### src/hdl/bus_master_pkg.sv
// Shared constants and types for the core system bus master port
package bus_master_pkg;
  // Bus field widths and positions
  localparam int ADDR_HI = 35;
  localparam int ADDR_LO = 2;
  localparam int LINE_LO = 4;
  localparam int WORD_W = 32;
  localparam int BE_W = 4;
  localparam int BEATS = 4;
  localparam int LINE_DATA_W = WORD_W * BEATS;
  localparam int LINE_BE_W = BE_W * BEATS;

  // Byte enable patterns
  localparam logic [BE_W-1:0] BE_ALL = 4'hF;
  localparam logic [LINE_BE_W-1:0] LINE_BE_ALL = 16'hFFFF;

  // Beat counts and word positions
  localparam logic [2:0] BEATS_SINGLE = 3'h1;
  localparam logic [2:0] BEATS_BURST = 3'h4;
  localparam logic [2:0] BEAT_FIRST = 3'h0;
  localparam logic [2:0] BEAT_LAST = 3'h3;
  localparam logic [1:0] WRITE_BURST_START = 2'h0;

  // Read sampling delay after the first address is taken, minus one
  localparam logic [1:0] RD_DELAY_SINGLE = 2'h0;
  localparam logic [1:0] RD_DELAY_BURST = 2'h1;
  localparam logic [1:0] RD_DELAY_NONE = 2'h0;

  // Transaction sequencer states, Gray coded along the usual path
  typedef enum logic [1:0] {
    ST_IDLE = 2'b00,
    ST_ADDR = 2'b01,
    ST_DATA = 2'b11,
    ST_FLUSH = 2'b10
  } xact_state_e;
endpackage : bus_master_pkg

### src/hdl/wrap_order.sv
// Word index generator for wrapping burst read orders
`timescale 1ns/10ps
module wrap_order (
  // Burst start word and beat number
  input wire logic [1:0] start,
  input wire logic [1:0] beat,
  // Order choice: high selects sub-block order
  input wire logic subblock,
  // Word index on the bus for this beat
  output logic [1:0] index
);
  // Sequential wraps modulo four, sub-block flips bits of the start
  always_comb begin
    if (subblock) begin
      index = start ^ beat;
    end else begin
      index = start + beat;
    end
  end
endmodule : wrap_order

### src/hdl/write_error_window.sv
// Catches the write error answer one clock after each data accept
`timescale 1ns/10ps
module write_error_window (
  // Clock and reset
  input wire logic clk,
  input wire logic rst,
  // Data accept seen and the word it carried
  input wire logic take,
  input wire logic [1:0] take_index,
  // Error input from the bus
  input wire logic write_bus_error,
  // Window open, then the answer
  output logic pending,
  output logic done_valid,
  output logic done_error,
  output logic [1:0] done_index
);
  logic [1:0] index_q;

  // Error is only meaningful in the clock after the accept
  always_ff @(posedge clk) begin
    if (rst) begin
      pending <= 1'b0;
      index_q <= 2'h0;
      done_valid <= 1'b0;
      done_error <= 1'b0;
      done_index <= 2'h0;
    end else begin
      pending <= take;
      index_q <= take_index;
      done_valid <= pending;
      done_error <= pending & write_bus_error;
      done_index <= index_q;
    end
  end
endmodule : write_error_window

### src/hdl/core_system_bus_master.sv
// Core side master of the pipelined system bus: single and burst transfers
`timescale 1ns/10ps
module core_system_bus_master (
  // Clock and synchronous reset
  input wire logic clk,
  input wire logic rst,
  // Core request: one read or one write buffer drain at a time
  input wire logic req_valid,
  output logic req_ready,
  input wire logic req_write,
  input wire logic req_instr,
  input wire logic req_cacheable,
  input wire logic [bus_master_pkg::ADDR_HI:bus_master_pkg::ADDR_LO] req_addr,
  input wire logic [bus_master_pkg::BE_W-1:0] req_be,
  input wire logic [bus_master_pkg::LINE_DATA_W-1:0] req_wdata,
  input wire logic [bus_master_pkg::LINE_BE_W-1:0] req_wbe,
  // Core response, one pulse per word
  output logic resp_valid,
  output logic resp_write,
  output logic [1:0] resp_index,
  output logic [bus_master_pkg::WORD_W-1:0] resp_data,
  output logic resp_error,
  // Address bus
  output logic [bus_master_pkg::ADDR_HI:bus_master_pkg::ADDR_LO] bus_address,
  output logic [bus_master_pkg::BE_W-1:0] byte_lane_enables,
  output logic address_valid_out,
  input wire logic address_accept_ready,
  output logic write_not_read,
  output logic instruction_fetch_flag,
  output logic burst_indicator,
  output logic burst_first_beat,
  output logic burst_last_beat,
  input wire logic subblock_order_select,
  // Read data bus
  input wire logic [bus_master_pkg::WORD_W-1:0] read_data_in,
  input wire logic read_data_valid,
  input wire logic read_bus_error,
  // Write data bus
  output logic [bus_master_pkg::WORD_W-1:0] write_data_out,
  input wire logic write_data_accept,
  input wire logic write_bus_error
);
  bus_master_pkg::xact_state_e state;
  bus_master_pkg::xact_state_e next_state;
  logic [bus_master_pkg::ADDR_HI:bus_master_pkg::LINE_LO] line_q;
  logic [1:0] start_q;
  logic sblock_q;
  logic is_write;
  logic is_burst;
  logic instr_q;
  logic [bus_master_pkg::BE_W-1:0] rd_be_q;
  logic [bus_master_pkg::LINE_DATA_W-1:0] wdata_q;
  logic [bus_master_pkg::LINE_BE_W-1:0] wbe_q;
  logic [2:0] n_beats;
  logic [2:0] a_cnt;
  logic [2:0] d_cnt;
  logic [2:0] a_nx;
  logic [2:0] d_nx;
  logic wd_active;
  logic [1:0] wd_word;
  logic rd_armed;
  logic [1:0] rd_delay;
  logic [bus_master_pkg::BEATS-1:0] req_wen;
  logic [bus_master_pkg::BEATS-1:0] wen_q;
  logic accept;
  logic addr_take;
  logic rd_take;
  logic wd_take;
  logic req_burst;
  logic [1:0] req_word0;
  logic [2:0] req_nbeats;
  logic [1:0] ord_a_idx;
  logic [1:0] ord_d_idx;
  logic [1:0] a_word;
  logic [1:0] wd_next_word;
  logic [1:0] req_rd_start;
  logic wr_pend;
  logic wr_done_valid;
  logic wr_done_error;
  logic [1:0] wr_done_index;

  // k-th enabled word of a write buffer; shared by address and data paths
  function automatic logic [1:0] nth_set(input logic [3:0] en, input logic [2:0] k);
    logic [2:0] seen;
    logic [1:0] r;
    seen = 3'h0;
    r = 2'h0;
    for (int i = 0; i < bus_master_pkg::BEATS; i++) begin
      if (en[i]) begin
        if (seen == k) begin
          r = 2'(i);
        end
        seen = seen + 3'h1;
      end
    end
    return r;
  endfunction : nth_set

  // Word enables from the byte enables of each buffered word
  for (genvar w = 0; w < bus_master_pkg::BEATS; w++) begin : g_wen
    assign req_wen[w] = |req_wbe[w*bus_master_pkg::BE_W +: bus_master_pkg::BE_W];
    assign wen_q[w] = |wbe_q[w*bus_master_pkg::BE_W +: bus_master_pkg::BE_W];
  end

  // Handshake events seen this clock
  assign accept = req_valid & req_ready;
  assign addr_take = address_valid_out & address_accept_ready;
  assign rd_take = rd_armed & (rd_delay == bus_master_pkg::RD_DELAY_NONE) & read_data_valid;
  assign wd_take = wd_active & write_data_accept;
  assign a_nx = a_cnt + 3'h1;
  assign d_nx = d_cnt + 3'h1;
  assign req_rd_start = req_addr[bus_master_pkg::LINE_LO-1:bus_master_pkg::ADDR_LO];

  // Shape of a new request: a write goes as a burst only for a full buffer, a read when cacheable
  always_comb begin
    req_burst = req_write ? (req_wbe == bus_master_pkg::LINE_BE_ALL) : req_cacheable;
    req_nbeats = req_burst ? bus_master_pkg::BEATS_BURST : bus_master_pkg::BEATS_SINGLE;
    req_word0 = req_rd_start;
    if (req_write) begin
      req_nbeats = 3'h0;
      for (int i = 0; i < bus_master_pkg::BEATS; i++) begin
        req_nbeats = req_nbeats + {2'h0, req_wen[i]};
      end
      req_word0 = req_burst ? bus_master_pkg::WRITE_BURST_START : nth_set(req_wen, 3'h0);
    end
  end

  // Read word order for the next address and for the current data beat
  wrap_order u_ord_addr (
    .start(start_q),
    .beat(a_nx[1:0]),
    .subblock(sblock_q),
    .index(ord_a_idx)
  );

  wrap_order u_ord_data (
    .start(start_q),
    .beat(d_cnt[1:0]),
    .subblock(sblock_q),
    .index(ord_d_idx)
  );

  // Word on the bus for the next address beat and the next data beat
  always_comb begin
    if (!is_write) begin
      a_word = ord_a_idx;
    end else if (is_burst) begin
      a_word = a_nx[1:0];
    end else begin
      a_word = nth_set(wen_q, a_nx);
    end
    wd_next_word = is_burst ? d_nx[1:0] : nth_set(wen_q, d_nx);
  end

  // Request fields kept for the whole transaction
  always_ff @(posedge clk) begin
    if (rst) begin
      line_q <= '0;
      start_q <= 2'h0;
      sblock_q <= 1'b0;
      is_write <= 1'b0;
      is_burst <= 1'b0;
      instr_q <= 1'b0;
      rd_be_q <= '0;
      wdata_q <= '0;
      wbe_q <= '0;
      n_beats <= 3'h0;
    end else if (accept) begin
      line_q <= req_addr[bus_master_pkg::ADDR_HI:bus_master_pkg::LINE_LO];
      start_q <= req_rd_start;
      sblock_q <= subblock_order_select;
      is_write <= req_write;
      is_burst <= req_burst;
      instr_q <= req_instr & ~req_write;
      rd_be_q <= req_be;
      wdata_q <= req_wdata;
      wbe_q <= req_wbe;
      n_beats <= req_nbeats;
    end
  end

  // Sequencer: addresses, then remaining data, then the last error window
  always_comb begin
    next_state = state;
    case (state)
      bus_master_pkg::ST_IDLE: begin
        if (accept) next_state = bus_master_pkg::ST_ADDR;
      end
      bus_master_pkg::ST_ADDR: begin
        if (addr_take && a_nx == n_beats) next_state = bus_master_pkg::ST_DATA;
      end
      bus_master_pkg::ST_DATA: begin
        if (d_cnt == n_beats) next_state = bus_master_pkg::ST_FLUSH;
      end
      bus_master_pkg::ST_FLUSH: begin
        if (!wr_pend) next_state = bus_master_pkg::ST_IDLE;
      end
      default: next_state = bus_master_pkg::ST_IDLE;
    endcase
  end

  always_ff @(posedge clk) begin
    if (rst) begin
      state <= bus_master_pkg::ST_IDLE;
      req_ready <= 1'b0;
    end else begin
      state <= next_state;
      req_ready <= (next_state == bus_master_pkg::ST_IDLE);
    end
  end

  // Address phase; each next address goes out once ready takes the current one, without waiting for data
  always_ff @(posedge clk) begin
    if (rst) begin
      bus_address <= '0;
      byte_lane_enables <= '0;
      address_valid_out <= 1'b0;
      write_not_read <= 1'b0;
      instruction_fetch_flag <= 1'b0;
      burst_indicator <= 1'b0;
      burst_first_beat <= 1'b0;
      burst_last_beat <= 1'b0;
      a_cnt <= 3'h0;
    end else if (accept) begin
      bus_address <=
        {req_addr[bus_master_pkg::ADDR_HI:bus_master_pkg::LINE_LO], req_word0};
      byte_lane_enables <= req_write ?
        req_wbe[req_word0*bus_master_pkg::BE_W +: bus_master_pkg::BE_W] :
        (req_burst ? bus_master_pkg::BE_ALL : req_be);
      address_valid_out <= 1'b1;
      write_not_read <= req_write;
      instruction_fetch_flag <= req_instr & ~req_write;
      burst_indicator <= req_burst;
      burst_first_beat <= req_burst;
      burst_last_beat <= 1'b0;
      a_cnt <= bus_master_pkg::BEAT_FIRST;
    end else if (addr_take) begin
      a_cnt <= a_nx;
      burst_first_beat <= 1'b0;
      if (a_nx == n_beats) begin
        address_valid_out <= 1'b0;
        write_not_read <= 1'b0;
        instruction_fetch_flag <= 1'b0;
        burst_indicator <= 1'b0;
        burst_last_beat <= 1'b0;
      end else begin
        bus_address <= {line_q, a_word};
        byte_lane_enables <= is_write ?
          wbe_q[a_word*bus_master_pkg::BE_W +: bus_master_pkg::BE_W] :
          (is_burst ? bus_master_pkg::BE_ALL : rd_be_q);
        burst_last_beat <= is_burst & (a_nx == bus_master_pkg::BEAT_LAST);
      end
    end
  end

  // Read sampling start: one clock after ready for singles, two for bursts
  always_ff @(posedge clk) begin
    if (rst || accept) begin
      rd_armed <= 1'b0;
      rd_delay <= bus_master_pkg::RD_DELAY_NONE;
    end else if (addr_take && a_cnt == bus_master_pkg::BEAT_FIRST && !is_write) begin
      rd_armed <= 1'b1;
      rd_delay <= is_burst ? bus_master_pkg::RD_DELAY_BURST
                           : bus_master_pkg::RD_DELAY_SINGLE;
    end else if (rd_take && d_nx == n_beats) begin
      rd_armed <= 1'b0;
    end else if (rd_armed && rd_delay != bus_master_pkg::RD_DELAY_NONE) begin
      rd_delay <= rd_delay - 2'h1;
    end
  end

  // Write data: first word with the address, next word after each accept
  always_ff @(posedge clk) begin
    if (rst) begin
      wd_active <= 1'b0;
      wd_word <= 2'h0;
      write_data_out <= '0;
    end else if (accept) begin
      wd_active <= req_write;
      wd_word <= req_word0;
      write_data_out <=
        req_wdata[req_word0*bus_master_pkg::WORD_W +: bus_master_pkg::WORD_W];
    end else if (wd_take) begin
      if (d_nx == n_beats) begin
        wd_active <= 1'b0;
      end else begin
        wd_word <= wd_next_word;
        write_data_out <=
          wdata_q[wd_next_word*bus_master_pkg::WORD_W +: bus_master_pkg::WORD_W];
      end
    end
  end

  // Data beats completed; low read valid simply stretches the wait
  always_ff @(posedge clk) begin
    if (rst || accept) begin
      d_cnt <= 3'h0;
    end else if (rd_take || wd_take) begin
      d_cnt <= d_nx;
    end
  end

  // Write errors arrive one clock after their accept
  write_error_window u_wr_err (
    .clk(clk),
    .rst(rst),
    .take(wd_take),
    .take_index(wd_word),
    .write_bus_error(write_bus_error),
    .pending(wr_pend),
    .done_valid(wr_done_valid),
    .done_error(wr_done_error),
    .done_index(wr_done_index)
  );

  // Responses to the core; read error travels with its own word
  always_ff @(posedge clk) begin
    if (rst) begin
      resp_valid <= 1'b0;
      resp_write <= 1'b0;
      resp_index <= 2'h0;
      resp_data <= '0;
      resp_error <= 1'b0;
    end else begin
      resp_valid <= rd_take | wr_done_valid;
      resp_write <= wr_done_valid;
      resp_index <= rd_take ? ord_d_idx : wr_done_index;
      resp_data <= rd_take ? read_data_in : '0;
      resp_error <= rd_take ? read_bus_error : wr_done_error;
    end
  end
endmodule : core_system_bus_master

### config.mk
export PLATFORM = sky130hd
export DESIGN_NAME = core_system_bus_master
export DESIGN_NICKNAME = d
export VERILOG_FILES = /design/src/hdl/bus_master_pkg.sv /design/src/hdl/wrap_order.sv /design/src/hdl/write_error_window.sv /design/src/hdl/core_system_bus_master.sv
export SDC_FILE = /design/constraint.sdc
export NUM_CORES = 1
export LEC_CHECK = 0
export BUFFER_PORTS_ARGS = -buffer_cell sky130_fd_sc_hd__buf_2
export CELL_PAD_IN_SITES_DETAIL_PLACEMENT = 1
export CELL_PAD_IN_SITES_GLOBAL_PLACEMENT = 2
export CORE_UTILIZATION = 34
export CTS_BUF_LIST = sky130_fd_sc_hd__clkbuf_4 sky130_fd_sc_hd__clkbuf_8
export DETAILED_ROUTE_END_ITERATION = 10
export PLACE_DENSITY_LB_ADDON = 0.2
export SETUP_SLACK_MARGIN = 0.3
export SYNTH_ARGS = -nofsm -noshare
export SYNTH_HDL_FRONTEND = slang
export SYNTH_HIERARCHICAL = 1
export SYNTH_SLANG_ARGS = --single-unit
### constraint.sdc
create_clock -name clk -period 9.3 [get_ports clk]
set_input_delay 0.465 -clock clk [delete_from_list [all_inputs] [get_ports clk]]
set_output_delay 0.465 -clock clk [all_outputs]
set_load 0.03 [all_outputs]
======== Word-level counts from Yosys, hierarchy flattened ========
Index checks and enable logic that the tools add are counted.
storage, ports and cells
  output and inout port bits .............. 114
  bits of input ports ..................... 226
  bits in registers ....................... 323
cells by class
  bitwise operators ....................... 13
  muxes and demuxes ....................... 86
  shift operators ......................... 4
  add/sub/neg operators ................... 14
  reduce and logical (&&, ||, !) cells .... 37
  eq/ne operators ......................... 17
operators by type and width
  cell                    number
  $shiftx A128 B8 Y32     2
  $mux W34                3
  $mux W32                3
  $mux W2                 30
  $mux W3                 17
  $reduce_or A4 Y1        8
  $shiftx A16 B5 Y4       2
  $mux W4                 7
  $eq A3 B3 Y1            9
  $mux W1                 25
  $add A3 B1 Y3 const B   8
  $eq A16 B16 Y1 const B  1
  $reduce_bool A2 Y1      7
  $logic_not A3 Y1        4
  $reduce_and A2 Y1       5
  $and A1 B1 Y1           8
  $pmux W2 S4             1
  $logic_not A2 Y1        3
  $ne A2 B2 Y1 const B    3
  $logic_and A1 B1 Y1     5
  $add A2 B2 Y2           2
  $eq A2 B2 Y1 const B    2
  $reduce_or A2 Y1        2
  $xor A2 B2 Y2           2
  other kinds (10)        12

======== Longest topological paths before layout ========
Gate-level depths: netlist of run 1.
  depth after elaboration ................. 22
  mapped depth ............................ 11

======== Hierarchy ========
Netlist of run 1, hierarchy kept.
modules (own cells, without submodules)
  module                  seq. area each (sq um)  area an instance (sq um)  instances  cells each
  core_system_bus_master  6326.1                  14133.6                   1          1763
  write_error_window      140.1                   202.7                     1          14
  wrap_order              0.0                     40.0                      2          5

======== Least setup slack after synthesis of run 1 ========
Ideal clock, no wire load.
  path type ............................... reg-to-reg
  start ................................... reg wbe_q[4] (netlist bit)
  end ..................................... reg bus_address[2] (netlist bit)
  cell stages (with the launch flop) ...... 10
  arrival time ............................ 2875 ps
  path slack .............................. 6305 ps
  path buffers ............................ 1
  cells stage by stage .................... dfxtp_1 or4_1 ha_1 o311ai_0 a2111oi_4 a41oi_2 and2_1 buf_6 a21oi_1 o31a_1
between the ends
  cells in the longest elaborated chain, start to end .. 16
  elaborated cells on any way between the ends .. 20
  those cells by class .................... 1 x add/sub; 2 x eq/ne; 16 x mux; 1 x reduce/logical
RTL lines
  what                      RTL line                       source
  start: declaration        core_system_bus_master.sv:53   logic [bus_master_pkg::LINE_BE_W-1:0] wbe_q;
  start signal: assignment  core_system_bus_master.sv:177  wbe_q <= req_wbe;
  $reduce_or A4 Y1 *        core_system_bus_master.sv:102  assign wen_q[w] = |wbe_q[w*bus_master_pkg::BE_W +: bus_master_pkg::BE_W];
  $mux W3                   core_system_bus_master.sv:89   if (en[i]) begin
  $mux W3                   core_system_bus_master.sv:147  end else if (is_burst) begin
  $mux W3                   core_system_bus_master.sv:145  if (!is_write) begin
  $add A3 B1 Y3             core_system_bus_master.sv:93   seen = seen + 3'h1;
  $mux W3                   core_system_bus_master.sv:89
  $mux W3                   core_system_bus_master.sv:147
  $mux W3                   core_system_bus_master.sv:145
  $eq A3 B3 Y1              core_system_bus_master.sv:90   if (seen == k) begin
  $mux W2                   core_system_bus_master.sv:90
  $mux W2 *                 core_system_bus_master.sv:89
  $mux W2 *                 core_system_bus_master.sv:147
  $mux W2 *                 core_system_bus_master.sv:145
  $mux W34 *                core_system_bus_master.sv:240  if (a_nx == n_beats) begin
  $mux W34 *                core_system_bus_master.sv:237  end else if (addr_take) begin
  $mux W34 *                core_system_bus_master.sv:224  end else if (accept) begin
  end signal: assignment    core_system_bus_master.sv:225  bus_address <=
  end signal: assignment    core_system_bus_master.sv:247  bus_address <= {line_q, a_word};
  end: declaration          core_system_bus_master.sv:24   output logic [bus_master_pkg::ADDR_HI:bus_master_pkg::ADDR_LO] bus_address,
Mark *: on every way between the ends. The rest lies on a longest branch, timed or not. The select of a mux whose other input is x is not followed.
A chain may end at the register's enable or synchronous reset.

======== Final worst setup path of run 1 ========
  start ................................... reg wbe_q[0] (netlist bit)
  end ..................................... reg write_data_out[7] (netlist bit)
between the ends
  cells in the longest elaborated chain, start to end .. 14
  elaborated cells on any way between the ends .. 20
  those cells by class .................... 2 x add/sub; 3 x eq/ne; 1 x shift; 13 x mux; 1 x reduce/logical
RTL lines
  what                                           RTL line                                                    source
  $reduce_or A4 Y1 *                             core_system_bus_master.sv:102
  $mux W1 *                                      core_system_bus_master.sv:89
  $add A3 B1 Y3 or $eq A3 B3 Y1 (tied branches)  core_system_bus_master.sv:93, core_system_bus_master.sv:90
  $mux W3 or $mux W1 (tied branches)             core_system_bus_master.sv:89, core_system_bus_master.sv:90
  $add A3 B1 Y3 (tied with other cells)          core_system_bus_master.sv:93
  $mux W3 or $mux W2 (tied branches)             core_system_bus_master.sv:89, core_system_bus_master.sv:90
  $eq A3 B3 Y1 or $mux W2 (tied branches)        core_system_bus_master.sv:90, core_system_bus_master.sv:89
  $mux W2                                        core_system_bus_master.sv:90
  $mux W2 *                                      core_system_bus_master.sv:89
  $mux W2 *                                      core_system_bus_master.sv:152                               wd_next_word = is_burst ? d_nx[1:0] : nth_set(wen_q, d_nx);
  $shiftx A128 B8 Y32 *                          core_system_bus_master.sv:289                               wdata_q[wd_next_word*bus_master_pkg::WORD_W +: bus_master_pkg::WORD_W];
  $mux W32 *                                     core_system_bus_master.sv:284                               if (d_nx == n_beats) begin
  $mux W32 *                                     core_system_bus_master.sv:283                               end else if (wd_take) begin
  $mux W32 *                                     core_system_bus_master.sv:278                               end else if (accept) begin
  end signal: assignment                         core_system_bus_master.sv:281                               write_data_out <=
  end signal: assignment                         core_system_bus_master.sv:288                               write_data_out <=
  end: declaration                               core_system_bus_master.sv:39                                output logic [bus_master_pkg::WORD_W-1:0] write_data_out,
Marks and branches as above.

==> results of run 1 <==
==> area by class of cell <==
class                      instances  area, um^2
multi-input combinational       1302        7416
fill                            5111       23700
timing repair buffer             401        2278
clock inverter                     9       80.08
clock buffer                      96        1165
inverter                          18       67.56
tap                              539       674.4
sequential                       323        6466
antenna                            4       10.01
==> layer usage <==
metal  global-route usage (%)  up-vias  routed length (um)
met4                    8.301       10                1238
met3                    4.423       91                2809
met1                    29.89     6857               23200
li1                         -     6845                   -
met5                        0        -                  66
met2                    40.20      361               24900
==> timing repair <==
item / in CTS / in global routing
buffers inserted: 0 / 0
endpoints found under the hold margin: 43 / 0
hold buffers: 43 / 0
==> through the flow <==
stage / hold slack [ns] / util [%]
5_1_grt: 0.04309 / 43.37
3_3_place_gp: 0.4376 / 39.36
6_report: 0.06619 / 43.38
4_1_cts: 0.002583 / 43.36
3_5_place_dp: 0.4431 / 39.36
2_1_floorplan: 0.4281 / -
==> critical path: stages (launching register included) <==
cell      delay (ns)
dfxtp_1         0.32
or4_1           0.62
ha_1            0.44
xor2_1          0.35
nand3_1         0.16
nand4_1         0.13
a22o_2          0.15
buf_4           0.55
and2_1          0.65
buf_4           0.45
a221oi_1        0.15
a21oi_1         0.21
==> flip-flops by register name, summed over array words and instances (netlist names), 3 cells and up <==
name,flops
byte_lane_enables,4
wdata_q,128
n_beats,3
resp_data,32
bus_address,34
rd_be_q,4
write_data_out,32
line_q,32
wbe_q,16
d_cnt,3
a_cnt,3
==> layout by cell type (no fill, tap or decap), types with 5 or more instances in the layout <==
cell / synthesis / routed
xor2_1: 10 / 10
and2_1: 38 / 37
ha_1: 16 / 16
a221oi_1: 32 / 32
dlygate4sd3_1: 0 / 43
mux2i_1: 37 / 37
xnor2_1: 15 / 15
a32o_1: 31 / 31
a21oi_1: 281 / 280
mux2_2: 32 / 32
buf_4: 0 / 19
clkbuf_8: 0 / 72
nand4_1: 10 / 10
nor2b_1: 9 / 9
nand3_1: 22 / 22
or4_1: 6 / 6
o21ai_1: 33 / 32
nand2_1: 476 / 474
o21bai_1: 5 / 5
buf_2: 7 / 338
a211oi_1: 10 / 10
o21ai_0: 24 / 24
clkbuf_4: 0 / 25
dfxtp_1: 323 / 323
and3_1: 34 / 34
and2b_2: 6 / 6
a22oi_1: 32 / 32
a21boi_0: 9 / 9
a21boi_1: 31 / 31
nor2_1: 34 / 32
inv_1: 17 / 17
nor3_1: 20 / 19
nand2b_1: 5 / 5
==> final timing paths <==
check | start | end | slack (ns) | depth (start not counted)
worst min register to register | wdata_q[16] | wdata_q[16] | 0.45 | 2
worst max register to register | wbe_q[0] | write_data_out[7] | 5.00 | 11
worst max-delay path | wbe_q[0] | write_data_out[7] | 5.00 | 11
worst min-delay path | req_wdata[72] | wdata_q[72] | 0.07 | 3
==> cell families after synthesis <==
family / count (synthesis) / synth area share, %
flops: 323 / 44.85
compound gates: 515 / 22.17
mux: 70 / 5.147
simple gates: 674 / 20.30
fa+ha+maj: 17 / 1.528
xor+xnor: 26 / 1.675
buf+inv: 162 / 4.331
==> where the power goes <==
group	switching, mW	internal, mW	total [mW]
clock	0.614	0.813	1.43
combinational	0.357	0.190	0.547
sequential	0.0367	1.45	1.48
==> qor.yml, run 1 <==
status: "complete, no violations"
num_vias: 14160
ir_drop_mv: 0.1378
startpoint_type: "flip-flop"
min_period_over_period_pct: 46.20
power_density_nw_per_um2: 190.4
drc: 0
grt_pass1_vias: 14550
fin_cells: 2692
worst_pin_slew_ns: 1.243
yosys-top-cells-count: "nand2_1 (476), dfxtp_1 (323), a21oi_1 (281)"
tns_ns: 0
grt_antenna_before_repair: 9
p_total_mw: 3.457
cts_resized: 0
slew_viol_final: 0
core_area_um2: 41850
row_count: 75
yosysTopAreaCell: "dfxtp_1"
track_usage_pct: 23.65
clock-sinks: 323
drtPass1Iterations: 5
synth.net_count: 2030
hold_violations: 0
p_leak_nw: 7.553
start_util_pct: 34.45
fin_ws_ns: 5.004
synth_edf_count: 0
syn_area_um2: 14420
yosysUniqueCellTypes: 59
die_area_um2: 43230
slew_headroom_pct: 16.98
synth_top_area_share_pct: 44.85
post-synth-top-count-cell: "nand2_1"
synth_area_per_cell_um2: 8.067
overflow: 0
cp.required_ns: 9.87
cp-end-kind: "flip-flop"
worst_skew_pair.late_latency_ns: 0.65
dp_hpwl_um: 33920
dpl_cell_area_um2: 16470
synth-seq-cells: 323
fin_area_um2: 18160
fmax_ghz: 0.2328
path_clk_slew_ns: 0.06
cap_violations: 0
period_minus_slack_ns: 4.296
first_iter_violations: 692
syn2layout_area_growth_pct: 25.95
num_io_pins: 340
yosysSeqAreaShare_pct: 44.85
critPathArrivalTime_ns: 4.86
synth-main-ff-cell: "dfxtp_1"
syn_inst: 1787
h-tree-depth: 2
async_flop_share_pct: 0
gp_congestion: 0.8099
yosysWarnings: 6
cts-root-buf: "clkbuf_8"
grt_max_degree: 103
skew_ns: 0.01843
synthTopCellsByArea: "dfxtp_1 (45%), nand2_1 (12%), a21oi_1 (9.8%), clkbuf_1 (3.4%), mux2i_1 (2.6%)"
io_buffers: 339
critPathKind: "flip-flop to flip-flop"
die_h_um: 207.9
fin_nets: 2348
grt_pass1_wl_um: 81340
cts_tree: "yes"
wirelength_um: 52210
finalSetupViolations: 0
dp_cells: 2540
ant_nets: 0
hp-class: "input port to flip-flop"
die-width_um: 207.9
dp_slack_ns: 5.078
grt_setup_unrepaired: "false"
viasPerCell: 5.262
cts_buffer_depth: 3
drive_gt1_share_pct: 24.29
wl_per_cell_um: 19.39
critPathMaxFanout: 68
numCtsBuffers: 59
(Power assumes the default switching activity.)
==> run 2: changes to the inputs <==
--- a/config.mk
+++ b/config.mk
@@ -8,7 +8,7 @@
 export BUFFER_PORTS_ARGS = -buffer_cell sky130_fd_sc_hd__buf_2
 export CELL_PAD_IN_SITES_DETAIL_PLACEMENT = 1
 export CELL_PAD_IN_SITES_GLOBAL_PLACEMENT = 2
-export CORE_UTILIZATION = 34
+export CORE_UTILIZATION = 29
 export CTS_BUF_LIST = sky130_fd_sc_hd__clkbuf_4 sky130_fd_sc_hd__clkbuf_8
 export DETAILED_ROUTE_END_ITERATION = 10
 export PLACE_DENSITY_LB_ADDON = 0.2
==> constraint.sdc (replaced) <==
create_clock -name clk -period 3.5 [get_ports clk]
set_input_delay 0.175 -clock clk [delete_from_list [all_inputs] [get_ports clk]]
set_output_delay 0.175 -clock clk [all_outputs]
set_load 0.03 [all_outputs]
==> run 2 against run 1 <==
  * First-iteration DRC count shrank 4.0%
  * Design area increased by 13%
  * Sequential share of layout area down 4.1 points
  * Sequential cell count is the same
  * Hold slack gained 0.0072 ns
  * Global-route usage decreased by 1.4 points
  * Final cell count grew 13%
  * Sequential power grew to 2.7 times the previous value
  * Worst setup slack worse by 4.6 ns
  * Clock power grew to 2.7 times the previous value
  * Critical path type unchanged
==> qor.yml, run 2 (same netlist as run 1, synthesis figures left out) <==
status: "complete, no violations"  # unchanged
wirelength_um: 57750  # was 52210 um
cts-root-buf: "clkbuf_8"  # unchanged
grt_pass1_wl_um: 88060  # was 81340 um
grt_setup_unrepaired: "true"  # was false
die_area_um2: 50610  # was 43230 um^2
first_iter_violations: 664  # was 692
p_total_mw: 9.499  # was 3.457 mW
grt_max_degree: 199  # was 103
skew_ns: 0.03185  # was 0.01843 ns
cp-endpoint: "write_data_out[31]"  # was write_data_out[7]
die-width_um: 225.0  # was 207.9 um
reg_top3: "wdata_q: 128 flops, bus_address: 34 flops"  # unchanged
min_period_over_period_pct: 89.18  # was 46.20%
num_io_pins: 340  # unchanged
hp-class: "input port to flip-flop"  # unchanged
reg2reg_from: "wbe_q[0]"  # unchanged
fmax_ghz: 0.3204  # was 0.2328 GHz
worstReg2RegEnd: "write_data_out[31]"  # was write_data_out[7]
viasPerCell: 4.995  # was 5.262
clock-sinks: 323  # unchanged
row_count: 81  # was 75
multi_input_area_um2: 7502  # was 7416 um^2
overflow: 0  # unchanged
grt_pass1_vias: 15740  # was 14550
critPathArrivalTime_ns: 3.59  # was 4.86 ns
fin_util_pct: 41.97  # was 43.38%
drc: 0  # unchanged
slew_headroom_pct: 12.50  # was 16.98%
drtPass1Iterations: 4  # was 5
die_h_um: 225.0  # was 207.9 um
cts_buffer_depth: 3  # unchanged
critPathMaxFanout: 31  # was 68
cts_tree: "yes"  # unchanged
gp_congestion: 0.8191  # was 0.8099
largest_reg_flops: 128  # unchanged
numCtsBuffers: 60  # was 59
worst_pin_slew_ns: 1.312  # was 1.243 ns
startpoint_type: "flip-flop"  # unchanged
ir_drop_mv: 0.2591  # was 0.1378 mV
fin_ws_ns: 0.3787  # was 5.004 ns
grt_antenna_before_repair: 5  # was 9
tns_ns: 0  # unchanged
path_clk_slew_ns: 0.06  # about the same
period_minus_slack_ns: 3.121  # was 4.296 ns
track_usage_pct: 22.21  # was 23.65%
core_area_um2: 48950  # was 41850 um^2
top_register: "wdata_q"  # unchanged
io_buffers: 339  # unchanged
dp_slack_ns: -0.1392  # was 5.078 ns
fin_nets: 2561  # was 2348
dp_hpwl_um: 36150  # was 33920 um
p_leak_nw: 8.520  # was 7.553 nW
dpl_cell_area_um2: 16850  # was 16470 um^2
syn2layout_area_growth_pct: 42.51  # was 25.95%
power_density_nw_per_um2: 462.4  # was 190.4 nW/um^2
num-fill-cells: 5885  # was 5111
seq_area_um2: 6466  # unchanged
hold_violations: 0  # unchanged
cap_violations: 0  # unchanged
r2r_cells: 10  # was 11
final_common_cell: "nand2_1"  # unchanged
ant_nets: 0  # unchanged
fin_area_um2: 20540  # was 18160 um^2
h-tree-depth: 2  # unchanged
wl_per_cell_um: 19.05  # was 19.39 um
num_vias: 15140  # was 14160
start_util_pct: 29.45  # was 34.45%
worst_skew_pair.late_latency_ns: 0.66  # was 0.65 ns
cp-startpoint: "wbe_q[0]"  # unchanged
drive_gt1_share_pct: 23.70  # was 24.29%
slew_viol_final: 0  # unchanged
cp-end-kind: "flip-flop"  # unchanged
finalSetupViolations: 0  # unchanged
rrSetupSlack_ns: 0.38  # was 5.00 ns
layout_common_cells: "nand2_1 (474), buf_2 (338), dfxtp_1 (323)"  # unchanged
cp.required_ns: 3.96  # was 9.87 ns
critPathKind: "flip-flop to flip-flop"  # unchanged
==> run 2: power breakdown <==
| part | switching, mW | internal, mW |
|---|---|---|
| Sequential | 0.0969 | 3.84 |
| Clock | 1.63 | 2.19 |
| Combinational | 1.03 | 0.704 |
==> run 2: per-layer routing <==
| layer | vias up | track usage [%] | part of all wire (%) | wire [um] |
|---|---|---|---|---|
| li1 | 7285 | - | - | - |
| met1 | 7377 | 27.54 | 44 | 25290 |
| met2 | 366 | 38.65 | 49 | 28400 |
| met3 | 109 | 3.937 | 4.2 | 2435 |
| met4 | 2 | 7.329 | 2.8 | 1623 |
| met5 | - | 0 | 0.017 | 10 |
==> run 2: critical path, cell delays in order, from the launching register on <==
cell	delay [ns]
dfxtp_1	0.33
or4_4	0.59
ha_4	0.35
xor2_4	0.20
nand3_1	0.13
nand4_1	0.14
a22o_4	0.22
buf_8	0.22
mux2_1	0.35
a221oi_1	0.28
a211oi_1	0.12
==> run 2: what timing repair did <==
| action | 4_1_cts | 5_1_grt |
|---|---|---|
| cloned | 2 | 1 |
| resized for setup | 10 | 7 |
| hold buffers | 226 | 0 |
| endpoints found under the setup margin | 37 | 35 |
| hold endpoints to repair | 289 | 0 |
| buffers inserted | 3 | 2 |
| pin swaps | 2 | 1 |
==> run 2: area by class of cell <==
cell class	count	share of cell area [%]
flip-flops and latches	323	31.47
clock buffers	103	6.017
well taps	664	4.044
diodes	4	0.04872
repair buffers	611	21.46
clock inverters	4	0.1157
multi-input cells	1304	36.52
inverters	18	0.3289
==> run 2: per-stage QoR <==
step / instances / hold WS (ns)
finish: 3031 / 0.07335
global route: 3031 / 0.1266
CTS: 3024 / 0.02348
detailed placement: 2686 / 0.3798
global placement: 2686 / 0.3755
floorplan: 1787 / 0.2967
==> run 2: worst min-delay path by stage <==
stage	slack, ns	end	start	cells past startpoint
floorplan	0.30	resp_data[0]	read_data_in[0]	1
global placement	0.38	resp_data[0]	read_data_in[0]	2
detailed placement	0.38	resp_data[28]	read_data_in[28]	2
CTS	0.02	byte_lane_enables[1]	req_cacheable	5
global route	0.13	burst_last_beat	address_accept_ready	4
finish	0.07	byte_lane_enables[1]	req_cacheable	5
